==> config.mk <==
export PLATFORM = sky130hd
export DESIGN_NAME = gpio_port_b
export DESIGN_NICKNAME = d
export VERILOG_FILES = /design/src/core/gpio_port_pkg.sv /design/src/core/gpio_port_b.sv
export VERILOG_INCLUDE_DIRS = /design/src /design/src/core
export SDC_FILE = /design/constraint.sdc
export NUM_CORES = 1
export LEC_CHECK = 0
export ABC_AREA = 1
export BUFFER_PORTS_ARGS = -buffer_cell sky130_fd_sc_hd__buf_4
export CAP_MARGIN = 30
export CELL_PAD_IN_SITES_DETAIL_PLACEMENT = 0
export CELL_PAD_IN_SITES_GLOBAL_PLACEMENT = 1
export CORE_MARGIN = 2
export CORE_UTILIZATION = 40
export CTS_CLUSTER_DIAMETER = 40
export DETAILED_ROUTE_END_ITERATION = 8
export PLACE_DENSITY = 0.75
export REMOVE_ABC_BUFFERS = 1
export SETUP_SLACK_MARGIN = 0.3
export SLEW_MARGIN = 20
export SYNTH_ARGS = -nofsm -noshare
export SYNTH_HDL_FRONTEND = slang
export SYNTH_SLANG_ARGS = --single-unit
export TNS_END_PERCENT = 50
==> constraint.sdc <==
create_clock -name mclk -period 1.6 [get_ports mclk]
set_input_delay 0.24 -clock mclk [delete_from_list [all_inputs] [get_ports mclk]]
set_output_delay 0.24 -clock mclk [all_outputs]
set_load 0.03 [all_outputs]
==> src/core/gpio_port_cfg.svh <==
// Register offsets, field positions and reset values for the eight-bit I/O port.
// Included by the port package users; holds definitions only.
`ifndef GPIO_PORT_CFG_SVH
`define GPIO_PORT_CFG_SVH
`define ADDR_PIN_DATA 8'h06
`define ADDR_OPTION 8'h81
`define ADDR_DIRECTION 8'h86
`define RST_OPTION 8'hFF
`define RST_DIRECTION 8'hFF
`define OPT_PULLUP_BIT 7
`define OPT_EDGE_BIT 6
`define EXT_IRQ_PIN 0
`define CHANGE_LO_PIN 4
`define PROG_CLK_PIN 6
`define PROG_DATA_PIN 7
`endif

==> src/core/gpio_port_pkg.sv <==
// Types shared by the eight-bit I/O port.
// Assumes nothing beyond the configuration header.
package gpio_port_pkg;
    typedef struct packed {
        logic [7:0] addr;
        logic [7:0] wdata;
        logic wr;
        logic rd;
    } reg_req_t;
    typedef struct packed {
        logic [7:0] pinOut;
        logic [7:0] pinOe;
        logic [7:0] pullupEn;
    } pin_drive_t;
endpackage

==> src/core/gpio_port_b.sv <==
// Eight-bit bidirectional I/O port with direction, weak pull-ups, pin 0 edge interrupt,
// change events on pins 4 to 7 and serial-programming taps on pins 6 and 7.
// Assumes a plain register port on mclk and pins that arrive from outside asynchronously.
//
// The strobed register port is this design's own decision.
`timescale 1ns/10ps
`include "gpio_port_cfg.svh"
module gpio_port_b
    import gpio_port_pkg::*;
#(
    parameter int WIDTH = 8
) (
    input wire logic mclk,
    input wire logic rst_n,
    input wire logic [7:0] regAddr,
    input wire logic [7:0] regWdata,
    input wire logic regWr,
    input wire logic regRd,
    output logic [7:0] regRdata,
    input wire logic [WIDTH-1:0] pinIn,
    output logic [WIDTH-1:0] pinOut,
    output logic [WIDTH-1:0] pinOe,
    output logic [WIDTH-1:0] pullupEn,
    input wire logic progMode,
    output logic progClock,
    output logic progDataIn,
    input wire logic progDataOut,
    input wire logic progDataOe,
    output logic extIrq,
    output logic changeIrq
);
    // =====================================================================
    // Register access
    // =====================================================================
    reg_req_t req;
    assign req = '{addr: regAddr, wdata: regWdata, wr: regWr, rd: regRd};

    logic [7:0] dataLatch_q;
    logic [7:0] direction_q;
    logic [7:0] option_q;
    logic [7:0] regRdata_q;

    // Unmapped addresses decode to nothing: writes are dropped and reads return zero.
    wire selData = req.addr == `ADDR_PIN_DATA;
    wire selOpt = req.addr == `ADDR_OPTION;
    wire selDir = req.addr == `ADDR_DIRECTION;

    // The data latch has no reset at all so that it survives every reset.
    always_ff @(posedge mclk) begin
        if (req.wr && selData) begin
            dataLatch_q <= req.wdata;
        end
    end

    always_ff @(posedge mclk or negedge rst_n) begin
        if (!rst_n) begin
            direction_q <= `RST_DIRECTION;
            option_q <= `RST_OPTION;
        end else if (req.wr) begin
            if (selDir) begin
                direction_q <= req.wdata;
            end
            if (selOpt) begin
                option_q <= req.wdata;
            end
        end
    end

    // =====================================================================
    // Pin input synchronisers
    // =====================================================================
    // Only the second stage reads the first one; the filter then waits for stages two and
    // three to agree, so a level caught mid-transition is never acted on.
    logic [WIDTH-1:0] sync1_q, sync2_q, sync3_q, pinLevel_q, pinLevel_d;
    always_ff @(posedge mclk or negedge rst_n) begin
        if (!rst_n) begin
            sync1_q <= '0;
            sync2_q <= '0;
            sync3_q <= '0;
            pinLevel_q <= '0;
        end else begin
            sync1_q <= pinIn;
            sync2_q <= sync1_q;
            sync3_q <= sync2_q;
            pinLevel_q <= pinLevel_d;
        end
    end

    // A pin counts as changed only once the second and third stages agree.
    genvar g;
    generate
        for (g = 0; g < WIDTH; g++) begin : g_filter
            assign pinLevel_d[g] = (sync2_q[g] == sync3_q[g]) ? sync3_q[g] : pinLevel_q[g];
        end
    endgenerate

    // Reading the data address returns pin levels, as the port is read at the pins.
    wire [7:0] rdMux = selData ? pinLevel_q[7:0] : selOpt ? option_q :
                       selDir ? direction_q : 8'h00;
    always_ff @(posedge mclk or negedge rst_n) begin
        if (!rst_n) begin
            regRdata_q <= 8'h00;
        end else begin
            regRdata_q <= req.rd ? rdMux : 8'h00;
        end
    end
    assign regRdata = regRdata_q;

    // =====================================================================
    // Pin drive, pull-ups and programming taps
    // =====================================================================
    // Pin drive lags a register write by two cycles: one to land, one to register the drive.
    pin_drive_t drv_d, drv_q;
    wire pullOn = !option_q[`OPT_PULLUP_BIT];
    // In programming mode pin 6 is an input and pin 7 is steered by the programmer logic.
    wire [7:0] progOeMask = progMode ? 8'hC0 : 8'h00;
    always_comb begin
        drv_d.pinOut = dataLatch_q;
        drv_d.pinOe = ~direction_q & ~progOeMask;
        drv_d.pinOut[`PROG_DATA_PIN] = progMode ? progDataOut : dataLatch_q[`PROG_DATA_PIN];
        drv_d.pinOe[`PROG_DATA_PIN] = progMode ? progDataOe : !direction_q[`PROG_DATA_PIN];
        drv_d.pullupEn = pullOn ? direction_q : 8'h00;
    end

    always_ff @(posedge mclk or negedge rst_n) begin
        if (!rst_n) begin
            drv_q <= '{pinOut: 8'h00, pinOe: 8'h00, pullupEn: 8'h00};
            progClock <= 1'h0;
            progDataIn <= 1'h0;
        end else begin
            drv_q <= drv_d;
            progClock <= progMode & pinLevel_q[`PROG_CLK_PIN];
            progDataIn <= progMode & pinLevel_q[`PROG_DATA_PIN];
        end
    end
    assign pinOut = drv_q.pinOut;
    assign pinOe = drv_q.pinOe;
    assign pullupEn = drv_q.pullupEn;

    // =====================================================================
    // Events
    // =====================================================================
    logic [WIDTH-1:0] prevLevel_q;
    logic [4:0] settle_q;
    logic extIrq_q, changeIrq_q;
    wire edgeRise = option_q[`OPT_EDGE_BIT];
    wire p0Now = pinLevel_q[`EXT_IRQ_PIN];
    wire p0Was = prevLevel_q[`EXT_IRQ_PIN];
    wire extHit = edgeRise ? (p0Now && !p0Was) : (!p0Now && p0Was);
    wire changeHit = |(pinLevel_q[7:`CHANGE_LO_PIN] ^ prevLevel_q[7:`CHANGE_LO_PIN]);
    // The filter and the edge history restart from zero, which is not the idle level of a
    // pulled-up pin. Events stay masked until both hold real pin levels again, so a reset
    // never turns into a false edge; the price is five quiet cycles after every reset.
    wire eventsArmed = settle_q[4];

    always_ff @(posedge mclk or negedge rst_n) begin
        if (!rst_n) begin
            prevLevel_q <= '0;
            settle_q <= 5'h00;
            extIrq_q <= 1'h0;
            changeIrq_q <= 1'h0;
        end else begin
            prevLevel_q <= pinLevel_q;
            settle_q <= {settle_q[3:0], 1'h1};
            extIrq_q <= extHit & eventsArmed;
            changeIrq_q <= changeHit & eventsArmed;
        end
    end
    assign extIrq = extIrq_q;
    assign changeIrq = changeIrq_q;

    // Hit checks judge armed cycles only; the quiet and wrong-edge checks run in every cycle, and the masked start-up window is checked apart.
    wire pin5Moved = pinLevel_q[5] != prevLevel_q[5];
endmodule

==> results of run 1 <==
## area by class of cell
class                           instances  area (µm²)
Fill cell                             796        4190
Sequential cell                       102        2610
Multi-Input combinational cell        136         748
Timing Repair Buffer                   81         643
Clock buffer                           10         149
Tap cell                              108         135
Inverter                               30         114
Clock inverter                          6        45.0
## cell usage in the layout (no fill, tap or decap), drive strengths merged
master and n:
xor2 2, inv 29, a31oi 1, maj3 8
dfstp 16, dlygate4sd3 9, xnor2 2, mux2 1
nand3b 1, clkbuf 10, a21oi 1, nand3 26
o21ai 17, nand2 45, clkinv 7, conb 1
buf 72, nor2 31, edfxtp 8, dfrtp 78
## synthesized netlist by cell type (2+ instances only)
library cell | n | area share, %
buf_2 | 2 | 0.29
inv_1 | 29 | 3.1
nand2_2 | 5 | 0.89
o21ai_0 | 14 | 2.0
nand3_1 | 26 | 3.7
nand2_4 | 2 | 0.64
nor2_8 | 3 | 1.7
xnor2_1 | 2 | 0.50
o21ai_2 | 2 | 0.50
dfrtp_1 | 78 | 56
nand2_1 | 38 | 4.1
maj3_1 | 8 | 2.3
nor2_1 | 26 | 2.8
nor2_4 | 2 | 0.64
edfxtp_1 | 8 | 6.8
dfstp_2 | 16 | 12
xor2_1 | 2 | 0.50
## repair_timing
action | 4_1_cts | 5_1_grt
hold endpoints to repair | 86 | 0
buffers inserted | 0 | 0
hold buffers | 9 | 0
## worst paths after layout
check / start / to / slack (ns) / cells after the start
max in group asynchronous: rst_n / direction_q[4] / 0.75 / 3
max: pinOe[6] / pinOe[6] / 0.45 / 1
min: regWdata[0] / dataLatch_q[0] / 0.07 / 1
min in group asynchronous: rst_n / sync1_q[7] / 0.44 / 3
min reg2reg: settle_q[2] / settle_q[3] / 0.35 / 0
max reg2reg: option_q[7] / regRdata[7] / 0.56 / 4
## metal layers
| layer | track usage (%) | vias up |
|---|---|---|
| li1 | - | 1033 |
| met1 | 19.9 | 1053 |
| met2 | 23.2 | 48 |
| met3 | 3.31 | 10 |
| met4 | 7.37 | 0 |
| met5 | 0 | - |
## metrics by stage
stage / cells / area, µm² / total power, µW
after floorplan: 268 / 3470 / 3100
after global placement: 448 / 4160 / 3340
after detailed placement: 448 / 4160 / 3350
after CTS: 473 / 4450 / 4900
after global routing: 473 / 4450 / 5060
final: 473 / 4450 / 4830
## state kept, by name, indices dropped and copies added (netlist names), 8 cells and up
name and count:
pinOe 8, pullupEn 8, option_q 8, pinOut 8
regRdata 8, sync2_q 8, dataLatch_q 8, sync1_q 8
direction_q 8, sync3_q 8, pinLevel_q 8
## where the power goes
group | switching [µW] | internal, µW | total [µW] | leakage [µW]
clock | 858 | 665 | 1520 | 0.000101
combinational | 273 | 190 | 463 | 0.000969
sequential | 76.3 | 2770 | 2850 | 0.00117
total | 1210 | 3630 | 4830 | 0.00224
## kinds of logic (layout without fill, tap and decap cells)
group,Yosys count,in the layout,synth area share (%)
simple gates,103,103,14.6
flops,102,102,74.4
buf+inv,35,127,4.28
compound gates,19,19,2.96
fa+ha+maj,8,8,2.28
xor+xnor,4,4,0.998
other cells,1,1,0.107
mux,1,1,0.321
==> results_dict.tcl, run 1 <==
set metrics [dict create \
    status "completed" \
    initial_core_util_pct 40.7 \
    fin_crit_sh_pct 72.1 \
    synth_edf_count 8 \
    setup_viol 0 \
    routed_wl_um 6420 \
    period_minus_slack_ns 1.15 \
    area_delta_synth_final_pct 26.7 \
    ys_warn_count 0 \
    ys_types 27 \
    cts_root_buffer "clkbuf_8" \
    clkTransAtPathRegs_ns 0.09 \
    cts_buffers 9 \
    grt_pass1_wl_um 10900 \
    fin_hold_ws_ns 0.0749 \
    grt-ovfl-total 0 \
    ios 67 \
    die-width_um 97.7 \
    rows 34 \
    port_buffers 66 \
    cts-resized-gates 0 \
    nets 391 \
    max_stage_delay_ns 0.39 \
    die_h_um 97.7 \
    cts_tree "yes" \
    cap_violations 0 \
    synth_ff_type "dfrtp_1" \
    avgRoutedWirePerCell_um 13.6 \
    ys_async_sr_fraction_pct 92.2 \
    crit_chain "buf_4" \
    via_count 2144 \
    setup_slack_ns 0.446 \
    cpMaxStageDelayCell "dfrtp_1" \
    vias_per_cell 4.53 \
    dpl_worst_slack_ns 0.216 \
    power.leakage_uw 0.00224 \
    syn_area_um2 3510 \
    ant_nets 0 \
    ir_drop_v 0.000516 \
    rsz0062_at_grt "no" \
    hold_violations 0 \
    n_antenna_cell 0 \
    fin_util_pct 51.5 \
    fmax_ghz 0.867 \
    cp_max_fo 1 \
    cp_num_buf_inv 1 \
    grt_pass1_vias 2250 \
    worstSkewPairLatency_ns 0.36 \
    cts_max_level 3 \
    first_pass_iters 4 \
    routed.top_layer "met4" \
    core_area_um2 8640 \
    drtIter0Drc 66 \
    gp_congestion 0.751 \
    end_kind "output port" \
    hp-class "input port to flip-flop" \
    antenna_found_initial 0 \
    crit_family "flip-flops" \
    drcViolationCount 0 \
    dieArea_um2 9540 \
    wl_met1_um 2890 \
    worstPathRequired_ns 1.36 \
    path_class "flip-flop to output port" \
    place_hpwl_um 4310 \
    cts_sinks 102 \
    power.density_nw_per_um2 1090 \
    clockBufferDepth 2 \
    worstPathArrival_ns 0.91 \
    grt_max_degree 95 \
    wl_met2_um 3130 \
    drive_above_1_share_pct 32.9 \
    tns_ns 0 \
    track_usage_pct 14.9 \
    skew_ns 0.00989 \
    drv_slew 0 \
    seq_area_frac_synth_pct 74.4 \
    synth-seq-cells 102 \
    syn_inst 273 \
    wl_met3_um 277 \
    syn_avg_cell_area_um2 12.9 \
    start_kind "flip-flop" \
]
Note: power is estimated with default switching activity, not from simulation.
==> run 2: changes to the inputs <==
==> constraint.sdc (replaced) <==
create_clock -name mclk -period 1.1 [get_ports mclk]
set_input_delay 0.165 -clock mclk [delete_from_list [all_inputs] [get_ports mclk]]
set_output_delay 0.165 -clock mclk [all_outputs]
set_load 0.03 [all_outputs]
==> run 2 against run 1 <==
  * Sequential power grew 47%
  * Cell area grew 19%
  * Clock skew is essentially flat
  * Power grew 52%
  * Sequential share of layout area shrank 9.4 points
  * Wire length grew 16%
  * Critical path type unchanged
==> results_dict.tcl, run 2 (synthesis gave the netlist of run 1 again) <==
set metrics [dict create \
    via_count 2302 \
    cts_sinks 102 \
    grt_pass1_vias 2334 \
    fin_crit_sh_pct 97.6 \
    ios 67 \
    fin_cells 511 \
    n_antenna_cell 0 \
    crit_cells 1 \
    place_hpwl_um 4620 \
    drtIter0Drc 127 \
    crit_family "flip-flops" \
    ir_drop_v 0.00100 \
    fmax_ghz 0.931 \
    grt_pass1_wl_um 11300 \
    drive_above_1_share_pct 55.3 \
    reg2reg_depth 4 \
    antenna_found_initial 0 \
    holdPathStages 3 \
    cts_buffers 9 \
    cpMaxStageDelayCell "dfrtp_1" \
    port_buffers 66 \
    path_class "flip-flop to output port" \
    power.leakage_uw 0.00259 \
    multi_input_area_um2 1030 \
    nFillCells 685 \
    initial_core_util_pct 40.7 \
    core_area_um2 8640 \
    rows 34 \
    period_minus_slack_ns 1.07 \
    start_kind "flip-flop" \
    dpl_cell_area_um2 4270 \
    cap_violations 0 \
    cp_max_fo 1 \
    final_cell_mix "dfrtp_1, buf_6, buf_4" \
    first_pass_iters 4 \
    worstPathArrival_ns 0.91 \
    drv_slew 0 \
    worstSkewPairLatency_ns 0.37 \
    track_usage_pct 15.4 \
    end_kind "output port" \
    avgRoutedWirePerCell_um 14.5 \
    clkTransAtPathRegs_ns 0.11 \
    cp_num_buf_inv 1 \
    status "completed" \
    clockBufferDepth 2 \
    cts_max_level 3 \
    drcViolationCount 0 \
    register_area_um2 2620 \
    post-place-cells 460 \
    grt-ovfl-total 0 \
    area_delta_synth_final_pct 51.0 \
    skew_ns 0.00974 \
    ant_nets 0 \
    layout.cells.most_common "dfrtp_1" \
    power.density_nw_per_um2 1380 \
    gp_congestion 0.744 \
    cts_tree "yes" \
    cts_root_buffer "clkbuf_8" \
    setup_viol 0 \
    die_h_um 97.7 \
    die-width_um 97.7 \
    hold_violations 0 \
    dieArea_um2 9540 \
    crit_chain "buf_6" \
    routed_wl_um 7430 \
    fin_area_um2 5300 \
    vias_per_cell 4.50 \
    hp-class "input port to flip-flop" \
    max_stage_delay_ns 0.39 \
    fin_util_pct 61.4 \
    grt_max_degree 36 \
    nets 429 \
    worstPathRequired_ns 0.94 \
    rsz0062_at_grt "yes" \
]
## run 2: repair_timing
item                                   CTS  global route
endpoints found under the hold margin   80             0
hold buffers                            21             0
buffers inserted                         3            11
pin swaps                                6            68
setup endpoints to repair               78           113
resized for setup                       40           121
## run 2: power by group
group | switching (µW) | leakage (µW) | internal (µW)
Clock | 1340 | 0.0000956 | 871
Combinational | 481 | 0.00133 | 465
Sequential | 140 | 0.00117 | 4030
## run 2: path summary, 6_finish.rpt
| path | endpoint | slack [ns] | startpoint |
|---|---|---|---|
| hold / removal | regRdata[2] | 0.02 | regRd |
| max in group asynchronous | direction_q[5] | 0.39 | rst_n |
| setup / recovery | pinOut[6] | 0.03 | pinOut[6] |
| min in group asynchronous | sync2_q[7] | 0.19 | rst_n |
| setup reg to reg | extIrq | 0.16 | option_q[6] |
| hold reg to reg | sync2_q[7] | 0.35 | sync1_q[7] |
## run 2: cell type report
type	instances	share of cell area, %
clock inverters	7	1.16
inverters	30	2.38
clock buffers	9	2.34
repair buffers	119	22.8
flip-flops and latches	102	49.3
well taps	108	2.55
multi-input cells	136	19.5
## run 2: per-layer routing
metal | vias up | GRT usage (%) | part of all wire (%)
li1 | 1116 | - | -
met1 | 1121 | 20.8 | 44
met2 | 57 | 23.8 | 51
met3 | 8 | 4.32 | 4.8
met4 | 0 | 5.77 | 1.1
met5 | - | 0 | 0
## run 2: metrics by stage
| step | hold slack [ns] | total power, µW | worst slack (ns) | TNS, ns |
|---|---|---|---|---|
| after floorplan | -0.131 | 4510 | -0.371 | -2.97 |
| after global placement | 0.0748 | 4890 | -0.111 | -1.92 |
| after detailed placement | 0.0785 | 4910 | -0.142 | -2.57 |
| after CTS | 0.00307 | 7260 | 0.0106 | 0 |
| after global routing | 0.0235 | 7650 | -0.0180 | -0.0946 |
| final | 0.0208 | 7340 | 0.0260 | 0 |
==> run 3: changes to the inputs <==
--- a/config.mk
+++ b/config.mk
@@ -12,10 +12,11 @@
 export CELL_PAD_IN_SITES_DETAIL_PLACEMENT = 0
 export CELL_PAD_IN_SITES_GLOBAL_PLACEMENT = 1
 export CORE_MARGIN = 2
-export CORE_UTILIZATION = 40
+export CORE_UTILIZATION = 43
 export CTS_CLUSTER_DIAMETER = 40
 export DETAILED_ROUTE_END_ITERATION = 8
-export PLACE_DENSITY = 0.75
+export HOLD_SLACK_MARGIN = 0.08
+export PLACE_DENSITY = 0.79
 export REMOVE_ABC_BUFFERS = 1
 export SETUP_SLACK_MARGIN = 0.3
 export SLEW_MARGIN = 20
==> run 3 against run 2 <==
  * Core utilization grew 4.8 points
  * Clock skew shrank 0.0027 ns
  * Wire length shrank 5.3%
  * Cell area shrank 2.6%
  * Register-to-register slack is essentially flat
  * Clock power grew 5%
  * Setup slack lost 0.0097 ns
  * First-iteration DRC count shrank 40%
  * Power grew 0.75%
  * Critical path depth is the same
==> results_dict.tcl, run 3 (synthesis gave the netlist of run 1 again) <==
set metrics [dict create \
    status "completed" \
    n_antenna_cell 0 \
    place_hpwl_um 4380 \
    clkPwrFrac_pct 31.5 \
    fin_hold_ws_ns 0.0395 \
    setup_viol 0 \
    port_buffers 66 \
    fin_area_um2 5170 \
    reg2reg_depth 3 \
    crit_chain "buf_6" \
    start_kind "flip-flop" \
    cts_buffers 9 \
    track_usage_pct 16.3 \
    period_minus_slack_ns 1.08 \
    area_delta_synth_final_pct 47.1 \
    core_area_um2 7810 \
    cts_tree "yes" \
    drv_slew 0 \
    cpMaxStageDelayCell "dfrtp_1" \
    fmax_ghz 0.923 \
    layout.cells.most_common "dfrtp_1" \
    drtIter0Drc 76 \
    cts_root_buffer "clkbuf_8" \
    combPwrFrac_pct 12.1 \
    ir_drop_v 0.000999 \
    die-width_um 94.4 \
    cts_max_level 3 \
    cp_num_buf_inv 1 \
    clockBufferDepth 2 \
    die_h_um 94.4 \
    first_pass_iters 4 \
    multi_input_area_um2 977 \
    drcViolationCount 0 \
    routed_wl_um 7040 \
    path_class "flip-flop to output port" \
    cts_sinks 102 \
    clkTransAtPathRegs_ns 0.09 \
    grt_max_degree 55 \
    antenna_found_initial 0 \
    register_area_um2 2620 \
    via_count 2266 \
    rsz0062_at_grt "yes" \
    fin_crit_sh_pct 98.5 \
    cp_max_fo 1 \
    grt-ovfl-total 0 \
    power.internal_uw 5530 \
    p_switching_uw 1860 \
    min-delay-start "progDataOut" \
    r2r_slack_ns 0.15 \
    cap_violations 0 \
    dieArea_um2 8900 \
    final_cell_mix "dfrtp_1, buf_6, buf_4" \
    worstSkewPairLatency_ns 0.37 \
    grt_pass1_vias 2235 \
    hold_violations 0 \
    power.density_nw_per_um2 1430 \
    cts_hold_buf 20 \
    nets 421 \
    pwr-share-seq_pct 56.4 \
    dpl_cell_area_um2 4280 \
    initial_core_util_pct 45.0 \
    worstPathArrival_ns 0.92 \
    gp_congestion 0.759 \
    avgRoutedWirePerCell_um 14.2 \
    holdPathStages 2 \
    drive_above_1_share_pct 52.2 \
    max_stage_delay_ns 0.41 \
    crit_cells 1 \
    power.leakage_uw 0.00255 \
    end_kind "output port" \
    ios 67 \
    crit_family "flip-flops" \
    nFillCells 602 \
    ant_nets 0 \
    worstPathRequired_ns 0.94 \
    p_sw_share_pct 25.2 \
    vias_per_cell 4.56 \
    grt_pass1_wl_um 10600 \
    hp-class "input port to flip-flop" \
    rows 32 \
    r2r_start "pinLevel_q[5]" \
    crit_path_start "regRdata[0]" \
    skew_ns 0.00708 \
]
-- run 3: changes by cell type in the layout (fill, tap and decap cells not counted), sizes merged --
| cell | change |
|---|---|
| dlygate4sd3 | -2 |
| clkinv | +2 |
| inv | -3 |
| buf | -7 |
| bufinv | +1 |
| dlymetal6s4s | +1 |
-- run 3: stage by stage --
stage	util [%]	setup TNS [ns]	instances	total power, µW	worst slack [ns]
floorplan	-	-2.97	268	4510	-0.371
global placement	54.8	-1.23	452	4890	-0.0735
detailed placement	54.8	-1.71	452	4910	-0.115
CTS	61.5	0	488	7360	0.000787
global route	66.2	-0.0257	497	7710	-0.0117
finish	66.2	0	497	7390	0.0163
-- run 3: path summary, 6_finish.rpt --
path                                 end
max in group asynchronous    option_q[4]
hold reg to reg               sync2_q[3]
hold / removal                 pinOut[7]
setup / recovery             regRdata[0]
setup reg to reg               changeIrq
min in group asynchronous  pinLevel_q[2]
-- run 3: layout make-up --
| class | instances | share of cell area (%) |
|---|---|---|
| clock buffers | 9 | 2.40 |
| repair buffers | 111 | 21.9 |
| multi-input cells | 136 | 18.9 |
| inverters | 30 | 2.30 |
| well taps | 102 | 2.47 |
| flip-flops and latches | 102 | 50.6 |
| clock inverters | 7 | 1.38 |
-- run 3: power by group through the flow --
stage          registers (µW)  clock network [µW]  logic [µW]
2_1_floorplan            4340                   0         176
3_3_place_gp             4210                   0         685
3_5_place_dp             4210                   0         697
4_1_cts                  4160                2400         799
5_1_grt                  4200                2550         967
6_report                 4170                2330         893
-- run 3: per-layer routing --
layer  part of all wire [%]  wire [µm]  up-vias  global-route usage (%)
li1                       -          -     1097                       -
met5                      0          0        -                       0
met4                    1.8        124        0                    7.61
met2                     49       3480       61                    25.7
met1                     43       3040     1099                    20.9
met3                    5.6        391        9                    4.63
-- run 3: repair_timing --
item / 4_1_cts / 5_1_grt
setup buffers: 0 / 9
resized for setup: 34 / 107
pin swaps: 0 / 58
endpoints found under the hold margin: 133 / 1
setup endpoints to repair: 69 / 83
gates cloned: 0 / 0
